## config.mk

```make
export PLATFORM = sky130hd
export DESIGN_NAME = wwd_supervisor
export DESIGN_NICKNAME = d
export VERILOG_FILES = /design/src/include/wwd_pkg.sv /design/src/rtl/wwd_edge_det.sv /design/src/rtl/wwd_supervisor.sv /design/src/rtl/wwd_sync_filt.sv
export VERILOG_INCLUDE_DIRS = /design/src /design/src/include
export SDC_FILE = /design/constraint.sdc
export NUM_CORES = 1
export LEC_CHECK = 0
export BUFFER_PORTS_ARGS = -buffer_cell sky130_fd_sc_hd__buf_4
export CAP_MARGIN = 20
export CORE_MARGIN = 2
export CORE_UTILIZATION = 30
export DETAILED_ROUTE_END_ITERATION = 16
export HOLD_SLACK_MARGIN = 0.05
export PLACE_DENSITY = 0.48
export SKIP_CTS_REPAIR_TIMING = 1
export SYNTH_ARGS = -nofsm -noshare
export SYNTH_HDL_FRONTEND = slang
export SYNTH_SLANG_ARGS = --single-unit
```

## constraint.sdc

```tcl
create_clock -name clock_in -period 3.7 [get_ports clock_in]
set_clock_uncertainty 0.15 [all_clocks]
set_input_delay 0.185 -clock clock_in [delete_from_list [all_inputs] [get_ports clock_in]]
set_output_delay 0.185 -clock clock_in [all_outputs]
set_load 0.02 [all_outputs]
```

## src/include/wwd_defines.svh

```systemverilog
// Timing constants for the windowed watchdog reset supervisor.
`ifndef WWD_DEFINES_SVH
`define WWD_DEFINES_SVH
`define WWD_CLK_MHZ            125
`define WWD_RST_SHORT_US       500
`define WWD_RST_LONG_MS        200
`define WWD_RST_SHORT_CYC      (`WWD_RST_SHORT_US * `WWD_CLK_MHZ)
`define WWD_RST_LONG_CYC       (`WWD_RST_LONG_MS * 1000 * `WWD_CLK_MHZ)
`define WWD_INT_EXPIRY         8193
`define WWD_INT_LOWER_DIV      32
`define WWD_EXT_EXPIRY         129
`define WWD_EXT_LOWER          5
`define WWD_STRAP_LOWER_MS     50
`define WWD_STRAP_UPPER_MS     1600
`define WWD_STRAP_LOWER_CYC    (`WWD_STRAP_LOWER_MS * 1000 * `WWD_CLK_MHZ)
`define WWD_STRAP_UPPER_CYC    (`WWD_STRAP_UPPER_MS * 1000 * `WWD_CLK_MHZ)
`define WWD_GLITCH_CYC         16
`endif

```

## src/include/wwd_pkg.sv

```systemverilog
// Types shared by the windowed watchdog reset supervisor.
package wwd_pkg;
  typedef enum logic [1:0] {
    WWD_SRC_OPEN  = 2'b00,
    WWD_SRC_CAP   = 2'b01,
    WWD_SRC_STRAP = 2'b10
  } wwd_src_t;
  typedef enum logic [1:0] {
    WWD_ST_LOCKOUT = 2'b00,
    WWD_ST_HOLD    = 2'b01,
    WWD_ST_RUN     = 2'b10
  } wwd_state_t;
endpackage

```

## src/rtl/wwd_edge_det.sv

```systemverilog
// Synchronises the kick input and flags each falling edge for one cycle.
`timescale 1ns/10ps
module wwd_edge_det (
  input  wire logic clock_in,
  input  wire logic rst_n_in,
  input  wire logic kick_in,
  output logic      fall_out
);
  logic meta_r;
  logic sync_r;
  logic prev_r;
  always_ff @(posedge clock_in)
  begin
    if (!rst_n_in)
    begin
      meta_r   <= 1'b1;
      sync_r   <= 1'b1;
      prev_r   <= 1'b1;
      fall_out <= 1'b0;
    end
    else
    begin
      meta_r   <= kick_in;
      sync_r   <= meta_r;
      prev_r   <= sync_r;
      fall_out <= prev_r & ~sync_r;
    end
  end
endmodule

```

## src/rtl/wwd_supervisor.sv

```systemverilog
// Reset supervisor with windowed watchdog and open-drain reset output.
`timescale 1ns/10ps
`include "wwd_defines.svh"
module wwd_supervisor #(
  parameter int RST_SHORT_CYC = `WWD_RST_SHORT_CYC,
  parameter int RST_LONG_CYC  = `WWD_RST_LONG_CYC,
  parameter int STRAP_LOW_CYC = `WWD_STRAP_LOWER_CYC,
  parameter int STRAP_UP_CYC  = `WWD_STRAP_UPPER_CYC,
  parameter int GLITCH_CYC    = `WWD_GLITCH_CYC
) (
  input  wire logic                 clock_in,
  input  wire logic                 rst_n_in,
  input  wire logic                 reset_sense_ok_in,
  input  wire logic                 out_over_in,
  input  wire logic                 out_under_in,
  input  wire logic                 in_uvlo_in,
  input  wire logic                 watchdog_kick_input_in,
  input  wire wwd_pkg::wwd_src_t    reset_timing_sel_in,
  input  wire logic                 reset_timing_tick_in,
  input  wire wwd_pkg::wwd_src_t    watchdog_timing_sel_in,
  input  wire logic                 watchdog_clk_tick_in,
  output logic                      reset_n_out,
  output logic                      reset_n_oe_out,
  output logic                      output_fault_out,
  output logic                      watchdog_expired_out
);
  localparam int TW = 32;
  wwd_pkg::wwd_state_t state_r;
  wwd_pkg::wwd_state_t state_nxt;
  logic [TW-1:0] hold_cnt_r;
  logic [TW-1:0] hold_cnt_nxt;
  logic [TW-1:0] wd_cnt_r;
  logic [TW-1:0] wd_cnt_nxt;
  logic          sense_f;
  logic          over_f;
  logic          under_f;
  logic          uvlo_f;
  logic          kick_fall;
  logic          tick_meta_r;
  logic          tick_sync_r;
  logic          tick_prev_r;
  logic          rtick_meta_r;
  logic          rtick_sync_r;
  logic          rtick_prev_r;

  // Filters are long enough to swallow transients yet short against the hold time.
  wwd_sync_filt #(.FILT_CYC(GLITCH_CYC)) u_sense (
    .clock_in(clock_in), .rst_n_in(rst_n_in), .async_in(reset_sense_ok_in),
    .reset_val_in(1'b0), .level_out(sense_f));
  wwd_sync_filt #(.FILT_CYC(GLITCH_CYC)) u_over (
    .clock_in(clock_in), .rst_n_in(rst_n_in), .async_in(out_over_in),
    .reset_val_in(1'b0), .level_out(over_f));
  wwd_sync_filt #(.FILT_CYC(GLITCH_CYC)) u_under (
    .clock_in(clock_in), .rst_n_in(rst_n_in), .async_in(out_under_in),
    .reset_val_in(1'b0), .level_out(under_f));
  wwd_sync_filt #(.FILT_CYC(GLITCH_CYC)) u_uvlo (
    .clock_in(clock_in), .rst_n_in(rst_n_in), .async_in(in_uvlo_in),
    .reset_val_in(1'b0), .level_out(uvlo_f));

  wwd_edge_det u_kick (
    .clock_in(clock_in), .rst_n_in(rst_n_in),
    .kick_in(watchdog_kick_input_in), .fall_out(kick_fall));

  // Tick pins from the timing capacitor oscillators are foreign, so each is synchronised.
  always_ff @(posedge clock_in)
  begin
    if (!rst_n_in)
    begin
      tick_meta_r  <= 1'b0;
      tick_sync_r  <= 1'b0;
      tick_prev_r  <= 1'b0;
      rtick_meta_r <= 1'b0;
      rtick_sync_r <= 1'b0;
      rtick_prev_r <= 1'b0;
    end
    else
    begin
      tick_meta_r  <= watchdog_clk_tick_in;
      tick_sync_r  <= tick_meta_r;
      tick_prev_r  <= tick_sync_r;
      rtick_meta_r <= reset_timing_tick_in;
      rtick_sync_r <= rtick_meta_r;
      rtick_prev_r <= rtick_sync_r;
    end
  end

  wire wd_cap    = watchdog_timing_sel_in == wwd_pkg::WWD_SRC_CAP;
  wire wd_strap  = watchdog_timing_sel_in == wwd_pkg::WWD_SRC_STRAP;
  wire wd_step   = (wd_cap | wd_strap) ? (tick_sync_r & ~tick_prev_r) : 1'b1;
  wire rst_cap   = reset_timing_sel_in == wwd_pkg::WWD_SRC_CAP;
  wire rst_step  = rst_cap ? (rtick_sync_r & ~rtick_prev_r) : 1'b1;

  // In internal mode one watchdog clock is one system clock; capacitor and strap modes step on watchdog tick edges.
  wire [TW-1:0] expiry_len = wd_cap ? TW'(`WWD_EXT_EXPIRY) :
                             wd_strap ? TW'(STRAP_UP_CYC + 1) :
                             TW'(`WWD_INT_EXPIRY);
  wire [TW-1:0] upper_bnd  = expiry_len - 1'b1;
  wire [TW-1:0] lower_bnd  = wd_cap ? TW'(`WWD_EXT_LOWER) :
                             wd_strap ? TW'(STRAP_LOW_CYC) :
                             TW'(`WWD_INT_EXPIRY / `WWD_INT_LOWER_DIV);
  // Capacitor hold counts ticks; the count of ticks per hold is a design parameter.
  wire [TW-1:0] hold_len   = rst_cap ? TW'(RST_SHORT_CYC) :
                             (reset_timing_sel_in == wwd_pkg::WWD_SRC_STRAP) ?
                             TW'(RST_LONG_CYC) : TW'(RST_SHORT_CYC);

  wire out_fault  = over_f | under_f;
  wire src_fault  = ~sense_f | out_fault;
  wire wd_early   = kick_fall & (wd_cnt_r < lower_bnd);
  wire wd_late    = wd_step & (wd_cnt_r >= upper_bnd) & ~kick_fall;
  wire wd_trip    = sense_f & (wd_early | wd_late);

  always_comb
  begin
    state_nxt    = state_r;
    hold_cnt_nxt = hold_cnt_r;
    wd_cnt_nxt   = '0;
    case (state_r)
      wwd_pkg::WWD_ST_LOCKOUT:
      begin
        hold_cnt_nxt = '0;
        if (!uvlo_f)
          state_nxt = wwd_pkg::WWD_ST_HOLD;
      end
      wwd_pkg::WWD_ST_HOLD:
      begin
        if (src_fault)
          hold_cnt_nxt = '0;
        else if (hold_cnt_r + 1'b1 >= hold_len && rst_step)
        begin
          hold_cnt_nxt = '0;
          state_nxt    = wwd_pkg::WWD_ST_RUN;
        end
        else if (rst_step)
          hold_cnt_nxt = hold_cnt_r + 1'b1;
      end
      wwd_pkg::WWD_ST_RUN:
      begin
        if (src_fault || wd_trip)
          state_nxt = wwd_pkg::WWD_ST_HOLD;
        else if (!sense_f || kick_fall)
          wd_cnt_nxt = '0;
        else if (wd_step)
          wd_cnt_nxt = wd_cnt_r + 1'b1;
        else
          wd_cnt_nxt = wd_cnt_r;
      end
      default:
        state_nxt = wwd_pkg::WWD_ST_LOCKOUT;
    endcase
    if (uvlo_f)
      state_nxt = wwd_pkg::WWD_ST_LOCKOUT;
  end

  always_ff @(posedge clock_in)
  begin
    if (!rst_n_in)
    begin
      state_r              <= wwd_pkg::WWD_ST_LOCKOUT;
      hold_cnt_r           <= '0;
      wd_cnt_r             <= '0;
      reset_n_out          <= 1'b0;
      reset_n_oe_out       <= 1'b1;
      output_fault_out     <= 1'b0;
      watchdog_expired_out <= 1'b0;
    end
    else
    begin
      state_r              <= state_nxt;
      hold_cnt_r           <= hold_cnt_nxt;
      wd_cnt_r             <= wd_cnt_nxt;
      reset_n_out          <= 1'b0;
      reset_n_oe_out       <= state_nxt != wwd_pkg::WWD_ST_RUN;
      output_fault_out     <= ~uvlo_f & out_fault;
      watchdog_expired_out <= (state_r == wwd_pkg::WWD_ST_RUN) & wd_trip & ~uvlo_f;
    end
  end
endmodule

```

## src/rtl/wwd_sync_filt.sv

```systemverilog
// Two-flop synchroniser followed by a glitch filter for one level input.
`timescale 1ns/10ps
module wwd_sync_filt #(
  parameter int FILT_CYC = 16
) (
  input  wire logic clock_in,
  input  wire logic rst_n_in,
  input  wire logic async_in,
  input  wire logic reset_val_in,
  output logic      level_out
);
  logic                         meta_r;
  logic                         sync_r;
  logic [$clog2(FILT_CYC+1)-1:0] cnt_r;
  wire                          differs = sync_r != level_out;
  always_ff @(posedge clock_in)
  begin
    if (!rst_n_in)
    begin
      meta_r    <= 1'b0;
      sync_r    <= 1'b0;
      cnt_r     <= '0;
      level_out <= reset_val_in;
    end
    else
    begin
      meta_r <= async_in;
      sync_r <= meta_r;
      if (!differs)
        cnt_r <= '0;
      else if (cnt_r == ($clog2(FILT_CYC+1))'(FILT_CYC - 1))
      begin
        cnt_r     <= '0;
        level_out <= sync_r;
      end
      else
        cnt_r <= cnt_r + 1'b1;
    end
  end
endmodule

```

# ---- After elaboration in Yosys (flattened, before gate mapping)
# Index checks and enable logic that the tools add are counted.
dict set report word_totals {
  regBits 111
  inputBits 13
  output_inout_bits 4
  elab_cells 117
}
dict set report op_classes {
  add_sub_neg 7
  magnitude_cmp 3
  n_eq_ne 16
  muxes 17
  bitwise_logic 26
  reduce_logical 16
}
# operator n
set op_table {}
lappend op_table {{32-bit 2-to-1 mux} 3}
lappend op_table {{32-bit by 1-bit adder with 32-bit output (second input constant)} 2}
lappend op_table {{32-bit case mux with 2 select lines} 1}
lappend op_table {{28-bit 2-to-1 mux} 2}
lappend op_table {{25-bit 2-to-1 mux} 2}
lappend op_table {{23-bit 2-to-1 mux} 2}
lappend op_table {{32-bit by 25-bit >= comparator with 1-bit output} 1}
lappend op_table {{32-bit >= comparator} 1}
lappend op_table {{32-bit by 23-bit < comparator with 1-bit output} 1}
lappend op_table {{28-bit by 1-bit subtractor with 29-bit output (second input constant)} 1}
lappend op_table {{5-bit by 1-bit adder with 5-bit output (second input constant)} 4}
lappend op_table {{5-bit by 4-bit equality test with 1-bit output (second input constant)} 4}
lappend op_table {{1-bit inverter} 12}
lappend op_table {{3-bit OR reduction} 4}
lappend op_table {{1-bit bitwise AND} 10}
lappend op_table {{2-bit AND reduction} 5}
lappend op_table {{2-bit 2-to-1 mux} 4}
lappend op_table {{2-bit by 1-bit equality test with 1-bit output (second input constant)} 3}
lappend op_table {{2-bit equality test (second input constant)} 3}
lappend op_table {{2-bit case mux with 3 select lines} 1}
lappend op_table {{1-bit inequality test} 4}
lappend op_table {{4-bit inequality test (second input constant)} 1}
lappend op_table {{1-bit bitwise OR} 4}
lappend op_table {{4-bit OR reduction} 1}
lappend op_table {{7 further kinds} 9}

# ---- Longest topological paths before layout
# Gate-level depths: netlist of the first run.
dict set report depth {
  ltp_word 14
  ltp_mapped 17
  mapped_depth_nobuf 15
}

# ---- Hierarchy
# From an unflattened synthesis of the first run, not the netlist that was laid out.
dict set report unflattened {
  cells_unflattened 714
  hier_area_um2 6169.7
}
# module instances cells_each area_each_um2 seq_area_each_um2
set modules_own_cells {}
lappend modules_own_cells {wwd_supervisor 1 594 4855.9 1501.4}
lappend modules_own_cells {wwd_sync_filt 4 28 301.5 170.2}
lappend modules_own_cells {wwd_edge_det 1 8 107.6 80.1}

# ---- Worst setup path after synthesis of the first run
# No wires, ideal clock.
dict set report synth_path {
  path_type {register to register}
  from {register hold_cnt_r[0]}
  to {register hold_cnt_r[10]}
  setup_time_ps 117
  t_arrival_ps 3414
  required_ps 3433
  setup_slack_ps 19
  path_stages_with_launch 17
  path_buffers 3
  synth_period_minus_slack_ps 3681
  path_cell_list {dfxtp_1 ha_1 and3_1 nand4_2 or4_1 buf_2 xnor2_1 ha_1 nand3_1 a211oi_1 o21ai_0 a221oi_1 a221oi_4 and3_1 buf_6 buf_8 a22o_1}
}
dict set report synth_between {
  elab_chain_len 6
  elab_cells_between_ends 9
  classes_between {1 x add/sub; 1 x order compare; 1 x eq/ne; 4 x mux; 2 x reduce/logical}
}
# item line_no
set synth_lines {}
lappend synth_lines {{start: declaration} wwd_supervisor.sv:30} ;# logic [TW-1:0] hold_cnt_r;
lappend synth_lines {{start signal: assignment} wwd_supervisor.sv:169} ;# hold_cnt_r <= hold_cnt_nxt;
lappend synth_lines {{32-bit by 1-bit adder with 32-bit output *} {wwd_supervisor.sv:128, wwd_supervisor.sv:134}}
lappend synth_lines {{32-bit by 25-bit >= comparator with 1-bit output} wwd_supervisor.sv:128} ;# else if (hold_cnt_r + 1'b1 >= hold_len && rst_step)
lappend synth_lines {{1-bit logical AND} wwd_supervisor.sv:128}
lappend synth_lines {{32-bit 2-to-1 mux} wwd_supervisor.sv:128}
lappend synth_lines {{32-bit 2-to-1 mux} wwd_supervisor.sv:126} ;# if (src_fault)
lappend synth_lines {{32-bit case mux with 2 select lines} wwd_supervisor.sv:117} ;# case (state_r)
# Every way passes the cells marked *; elsewhere a longest branch is shown, timed or not. The select of a mux whose other input is x is not followed.
# A chain may end at the register's enable or synchronous reset.

# ---- Worst setup path after layout of the first run
dict set report layout_path {
  from {register hold_cnt_r[0]}
  to {register hold_cnt_r[8]}
}
# The elaborated chain is that of the path after synthesis.

==> results.md, run 1 <==
- DIE WIDTH: 143 um
- Root Buffer: clkbuf_16
- Final hold vios: 0
- Via/cell ratio: slightly below 5
- Total Wirelength: ~13 mm
- CORE AREA: between 15000 and 20000 um^2
- CP max stage cell: or4_4
- Worst reg2reg path startpoint: hold_cnt_r[0]
- Leakage power: between 2 and 3 nW
- Asr flop ratio synth: 0%
- Area contributors post-synth: dfxtp_1, ha_1, nor2_1
- Delay-heaviest family, CP: simple AND/OR/NAND/NOR gates
- Total power: ~2.3 mW
- CTS max path bufs: 2
- # Max-Cap Violations: 0
- Crit path buf inv count: 1
- Die Y-Extent: approximately 140 um
- Rows: 50
- Antenna diodes: 0
- Total clock sinks: approximately 110
- Worst slew margin: ~57%
- TritonCTS clock tree: done
- Mapped Nets: just over 700
- CP Launch Point: hold_cnt_r[0]
- Grt ovf: 0
- Top Metal Used: met4
- Port Buffers: 15
- Most used DFF post-synth: dfxtp_1
- Post-synthesis cell count: between 600 and 700
- Final setup viols: 0
- Average instance area after synthesis: 8.81 um^2
- Crit path time final: 3650 ps
- Critical Path End Type: flip-flop
- Drt first pass iters: 4
- Path type of the worst min-delay path: in -> reg
- Clock transition at path regs: about 90 ps
- Tot GR Track Use: between 10% and 20%
- Synth Warn #: 0
- Cell taking the most area after synthesis: dfxtp_1
- Number of fill cells: 1944
- Startpoint types: flip-flop
- Post-DP HPWL: about 9.4 mm
- Measured slew at the worst slew-check pin: between 600 and 700 ps
- Area after DPL: 6400 um^2
- Starting DRT DRC Count: ~160
- Status: complete, no violations
- Share of cells above drive strength 1: between 10% and 20%
- Final worst path period share: approximately 99%
- PD cells: between 300 and 400 nW/um^2
- Peak VDD IR: ~0.00019 V
- Top-area cell type share of the netlist area: between 30% and 40%
- Vias: about 4800
- Final Slew Violations: 0
- Register bit total from synthesis: roughly 110
- CP Max Fanout: 5
- Worst path required time: 3850 ps
- I/O pin total: 17
- RSZ-0062 raised after global routing: true
- CP Cell Sequence: ha_4 > and3_4 > nand4_4 > nor2_2 > nand2_1 > nor2_1 > xor2_1 > ha_1 > a21oi_2 > o21ai_2 > or4_4 > a221oi_4 > buf_6 > nand3_2 > o22ai_1
- Mapped Area: 5800 um^2
- Detail Route Antenna Nets: 0
- CTS H-tree lvls: 3
- Crit path DAT: about 3800 ps
- Max Fclk: about 270 MHz
- Total CTS buffers: 9
- Initial antenna violation count: 0
- Initial core utilization: between 30% and 40%
- Library cells used by synthesis: a little under 60
- Hold_sp: reset_timing_sel_in[0]
- Layout Nets: about 780
- Wire length on met2: ~6.3 mm
- Final instance area: roughly 7000 um^2
- Worst skew pair latency: 370 ps
- Post-synth EDFFs: 0
- Die area: 20500 um^2
- CP max stage delay: 550 ps
- First-pass GRT wire length: 21.7 mm
- Critical path type: reg -> reg
- DRC: 0
- Vias in the first global route: 4630
- Layout area overhead: 21.9%
- Met3 routed WL: roughly 450 um
- Routability cong.: between 0.8 and 0.9
- Register area share after synthesis: 38.3%
- Largest net degree at the start of global routing: 33
- Routed WL per cell: 13.5 um
- DRT met1 WL: approximately 6.3 mm
==> tightest hold or removal path: cells and delay by family <==
family                 cells  cell delay [ps]
AO/OA/AOI/OAI              1              170
buffers and inverters      1               80
AND/OR/NAND/NOR            2              290
==> stage by stage <==
| stage | utilization [%] | cells | hold slack (ps) | setup WS, ps | setup TNS [ps] |
|---|---|---|---|---|---|
| 3_5_place_dp | 34.0 | 949 | 228 | -67.4 | -854 |
| 6_report | 37.6 | 983 | 238 | 54.6 | 0 |
| 3_3_place_gp | 34.0 | 949 | 219 | -34.9 | -332 |
| 5_1_grt | 37.6 | 983 | 267 | -119 | -2370 |
| 2_1_floorplan | - | 659 | 136 | 19.1 | 0 |
| 4_1_cts | 35.7 | 965 | -163 | -85.9 | -1460 |
==> sequential cells by signal, indices dropped and copies added (netlist names), 2 cells and up <==
name,cells
hold_cnt_r,32
state_r,2
u_over.cnt_r,5
u_sense.cnt_r,5
u_under.cnt_r,5
u_uvlo.cnt_r,5
wd_cnt_r,32
==> layout by cell type (no fill, tap or decap), types with 10 or more instances in the layout <==
master / synthesis / routed
dfxtp_1: 111 / 100
nor2_1: 91 / 89
nand2_1: 52 / 51
buf_4: 2 / 51
ha_1: 48 / 46
xor2_1: 33 / 33
nand3_1: 35 / 32
and2_1: 28 / 28
inv_1: 26 / 26
xnor2_1: 26 / 24
and3_1: 17 / 15
a22o_1: 15 / 15
a21oi_1: 16 / 13
nand4_1: 11 / 11
dfxtp_2: 0 / 10
==> layer usage <==
layer,up-vias,global-route usage (%)
met5,-,0
met4,0,5.11
met3,15,3.45
met2,80,21.6
met1,2283,16.8
li1,2444,-
==> synth_stat cells (all sizes together) (8+ instances only) <==
master / n
dfxtp: 111
nor2: 91
nand2: 52
ha: 48
nand3: 35
xor2: 33
and2: 28
inv: 26
xnor2: 26
and3: 17
a21oi: 16
a22o: 15
nand4: 14
o21ai: 14
clkbuf: 12
nor3: 11
nor2b: 9
and4: 8
buf: 8
==> cell families after synthesis <==
kind of cell             count (synthesis)  share of synthesized area (%)
AND/OR/NAND/NOR                        293                           25.7
flip-flops                             111                           38.3
other                                    1                         0.0646
XOR/XNOR                                59                           8.90
AO/OA/AOI/OAI                           96                           12.3
buffers and inverters                   46                           3.51
multiplexers                             5                          0.862
adder cells (fa/ha/maj)                 48                           10.3
==> report_power, final <==
part	switching (mW)	total, mW	internal [mW]
Combinational	0.0480	0.0911	0.0432
Sequential	0.00427	1.21	1.20
Clock	0.539	1.04	0.500
==> cell type report <==
type / count / area [um^2] / share of cell area, %
clock buffers: 9 / 225 / 3.18
clock inverters: 7 / 96.3 / 1.36
inverters: 26 / 97.6 / 1.38
multi-input cells: 502 / 3540 / 50.0
flip-flops and latches: 111 / 2240 / 31.6
well taps: 260 / 325 / 4.60
repair buffers: 68 / 557 / 7.87
==> worst paths after layout <==
kind	end	slack [ps]	depth (start not counted)
setup reg to reg	hold_cnt_r[8]	50	15
hold / removal	state_r[0]	240	4
hold reg to reg	u_kick.fall_out	270	2
setup / recovery	hold_cnt_r[8]	50	15
Note: power is estimated with default switching activity, not from simulation.
==> run 2, diff against run 1 <==
- CORE_UTILIZATION: 30 -> 56
- PLACE_DENSITY: 0.48 -> 0.78
==> run 2 against run 1 <==
Compared with the run above:
- core utilization is 28 points higher
- die area is 45% lower
- sequential share of layout area is 1.8 points higher
- fmax is 0.34% lower
- cell area is 5.6% lower
- total power is 13% lower
- count of clock-buffer cells in the layout stayed put
- critical path type unchanged
- via count is 1.2% higher
- flip-flop and latch count stayed put
- worst hold slack worse by 94 ps
- setup slack worse by 13 ps
- global-route usage is 9.0 points higher
==> results.md, run 2 (synthesis gave the netlist of run 1 again) <==
- Most frequent cells in the layout: dfxtp_1, nor2_1, nand2_1
- Routed WL per cell: roughly 14 um
- CP Cell Sequence: ha_4 > and3_4 > nand4_4 > or4_1 > xnor2_1 > ha_1 > nand3_1 > a211oi_1 > o21ai_0 > a221oi_2 > a221oi_4 > buf_6 > a41oi_1 > o22ai_2
- Commonest non-fill, non-tap cell in the layout: dfxtp_1
- CP Launch Point: hold_cnt_r[1]
- Tot GR Track Use: approximately 22%
- Total CTS buffers: 9
- Final Slew Violations: 0
- Measured slew at the worst slew-check pin: around 600 ps
- Grt ovf: 0
- Post-DP HPWL: about 8.6 mm
- Crit path time final: 3660 ps
- Die Y-Extent: between 100 and 150 um
- Vias in the first global route: 4681
- Worst slack at placement: -62.7 ps
- Clock transition at path regs: about 120 ps
- Final worst path period share: 98.9%
- Vias: 4880
- Critical path type: reg -> reg
- Worst reg2reg path startpoint: hold_cnt_r[1]
- R2r setup slk: approximately 42 ps
- Initial core utilization: a little under three fifths
- Die area: around 11000 um^2
- Crit path DAT: between 3000 and 4000 ps
- Final WS setup: between 40 and 50 ps
- CTS max path bufs: 2
- Setup crit end: hold_cnt_r[20]
- Rows: 37
- Wire length on met2: between 6 and 7 mm
- Routability cong.: slightly above 0.9
- Leakage power: between 2 and 3 nW
- Worst skew pair latency: approximately 400 ps
- DRC: 0
- CP max stage cell: or4_1
- CP max stage delay: 610 ps
- CP Max Fanout: 5
- Startpoint types: flip-flop
- TritonCTS clock tree: done
- Total clock sinks: ~110
- Fin Setup TNS: 0 ps
- Met3 routed WL: 532 um
- Detail Route Antenna Nets: 0
- Number of fill cells: 818
- Peak VDD IR: 0.000351 V
- Worst path required time: 3840 ps
- Port Buffers: 15
- Drt first pass iters: 5
- First-pass GRT wire length: 20.5 mm
- Top Metal Used: met4
- Path type of the worst min-delay path: in -> reg
- FF-to-FF path depth: 14
- Antenna diodes: 0
- PD cells: 304 nW/um^2
- Layout area overhead: 15.2%
- Share of cells above drive strength 1: between 10 and 15%
- Worst slew margin: 60.0%
- Via/cell ratio: ~5.7
- Status: complete, no violations
- Initial antenna violation count: 0
- Largest net degree at the start of global routing: 33
- Layout Nets: slightly below 800
- # Max-Cap Violations: 0
- Worst hold slack: roughly 140 ps
- Reg2Reg Capture Point: hold_cnt_r[20]
- Critical Path End Type: flip-flop
- Root Buffer: clkbuf_8
- Util after Layout: between 60% and 70%
- Max Fclk: approximately 270 MHz
- Final setup viols: 0
- CTS H-tree lvls: 3
- DIE WIDTH: around 110 um
- Total Wirelength: roughly 12 mm
- DRT met1 WL: between 5 and 6 mm
- Starting DRT DRC Count: 198
- Total power: 2.03 mW
- Final hold vios: 0
- CORE AREA: between 10000 and 15000 um^2
- Biggest regs: hold_cnt_r: 32 flops, wd_cnt_r: 32 flops
- I/O pin total: 17
run 2: stage by stage:
| stage | cell area, um^2 | instances |
|---|---|---|
| floorplan | 5800 | 659 |
| global placement | 6170 | 815 |
| detailed placement | 6170 | 815 |
| CTS | 6380 | 831 |
| global route | 6680 | 849 |
| finish | 6680 | 849 |
run 2: layout make-up:
class / instances / area (um^2) / area share (%)
clock inverters: 7 / 87.6 / 1.31
inverters: 26 / 97.6 / 1.46
multi-input cells: 502 / 3480 / 52.1
clock buffers: 9 / 124 / 1.85
repair buffers: 58 / 485 / 7.26
flip-flops and latches: 111 / 2240 / 33.5
well taps: 136 / 170 / 2.55
run 2: per-layer routing:
metal,up-vias,track usage (%)
li1,2416,-
met5,-,0
met4,0,7.89
met2,117,38.0
met3,26,5.07
met1,2321,27.5
run 2: worst min path at each step:
stage	start	endpoint	cells after the start
after floorplan	watchdog_kick_input_in	u_kick.meta_r	1
after global placement	watchdog_kick_input_in	u_kick.meta_r	2
after detailed placement	watchdog_kick_input_in	u_kick.meta_r	2
after CTS	watchdog_kick_input_in	u_kick.meta_r	2
after global routing	reset_timing_sel_in[0]	state_r[0]	4
final	reset_timing_sel_in[0]	state_r[0]	4
run 2: worst max-delay path, delay by kind of cell (launching register included):
family / cells / cell delay [ps]
buffers and inverters: 1 / 150
AND/OR/NAND/NOR: 4 / 1070
adder cells (fa/ha/maj): 2 / 520
flip-flops: 1 / 370
XOR/XNOR: 1 / 160
AO/OA/AOI/OAI: 6 / 1120
run 2: power breakdown:
| part | switching [mW] | internal (mW) |
|---|---|---|
| combinational | 0.0479 | 0.0449 |
| clock | 0.462 | 0.271 |
| sequential | 0.00427 | 1.20 |
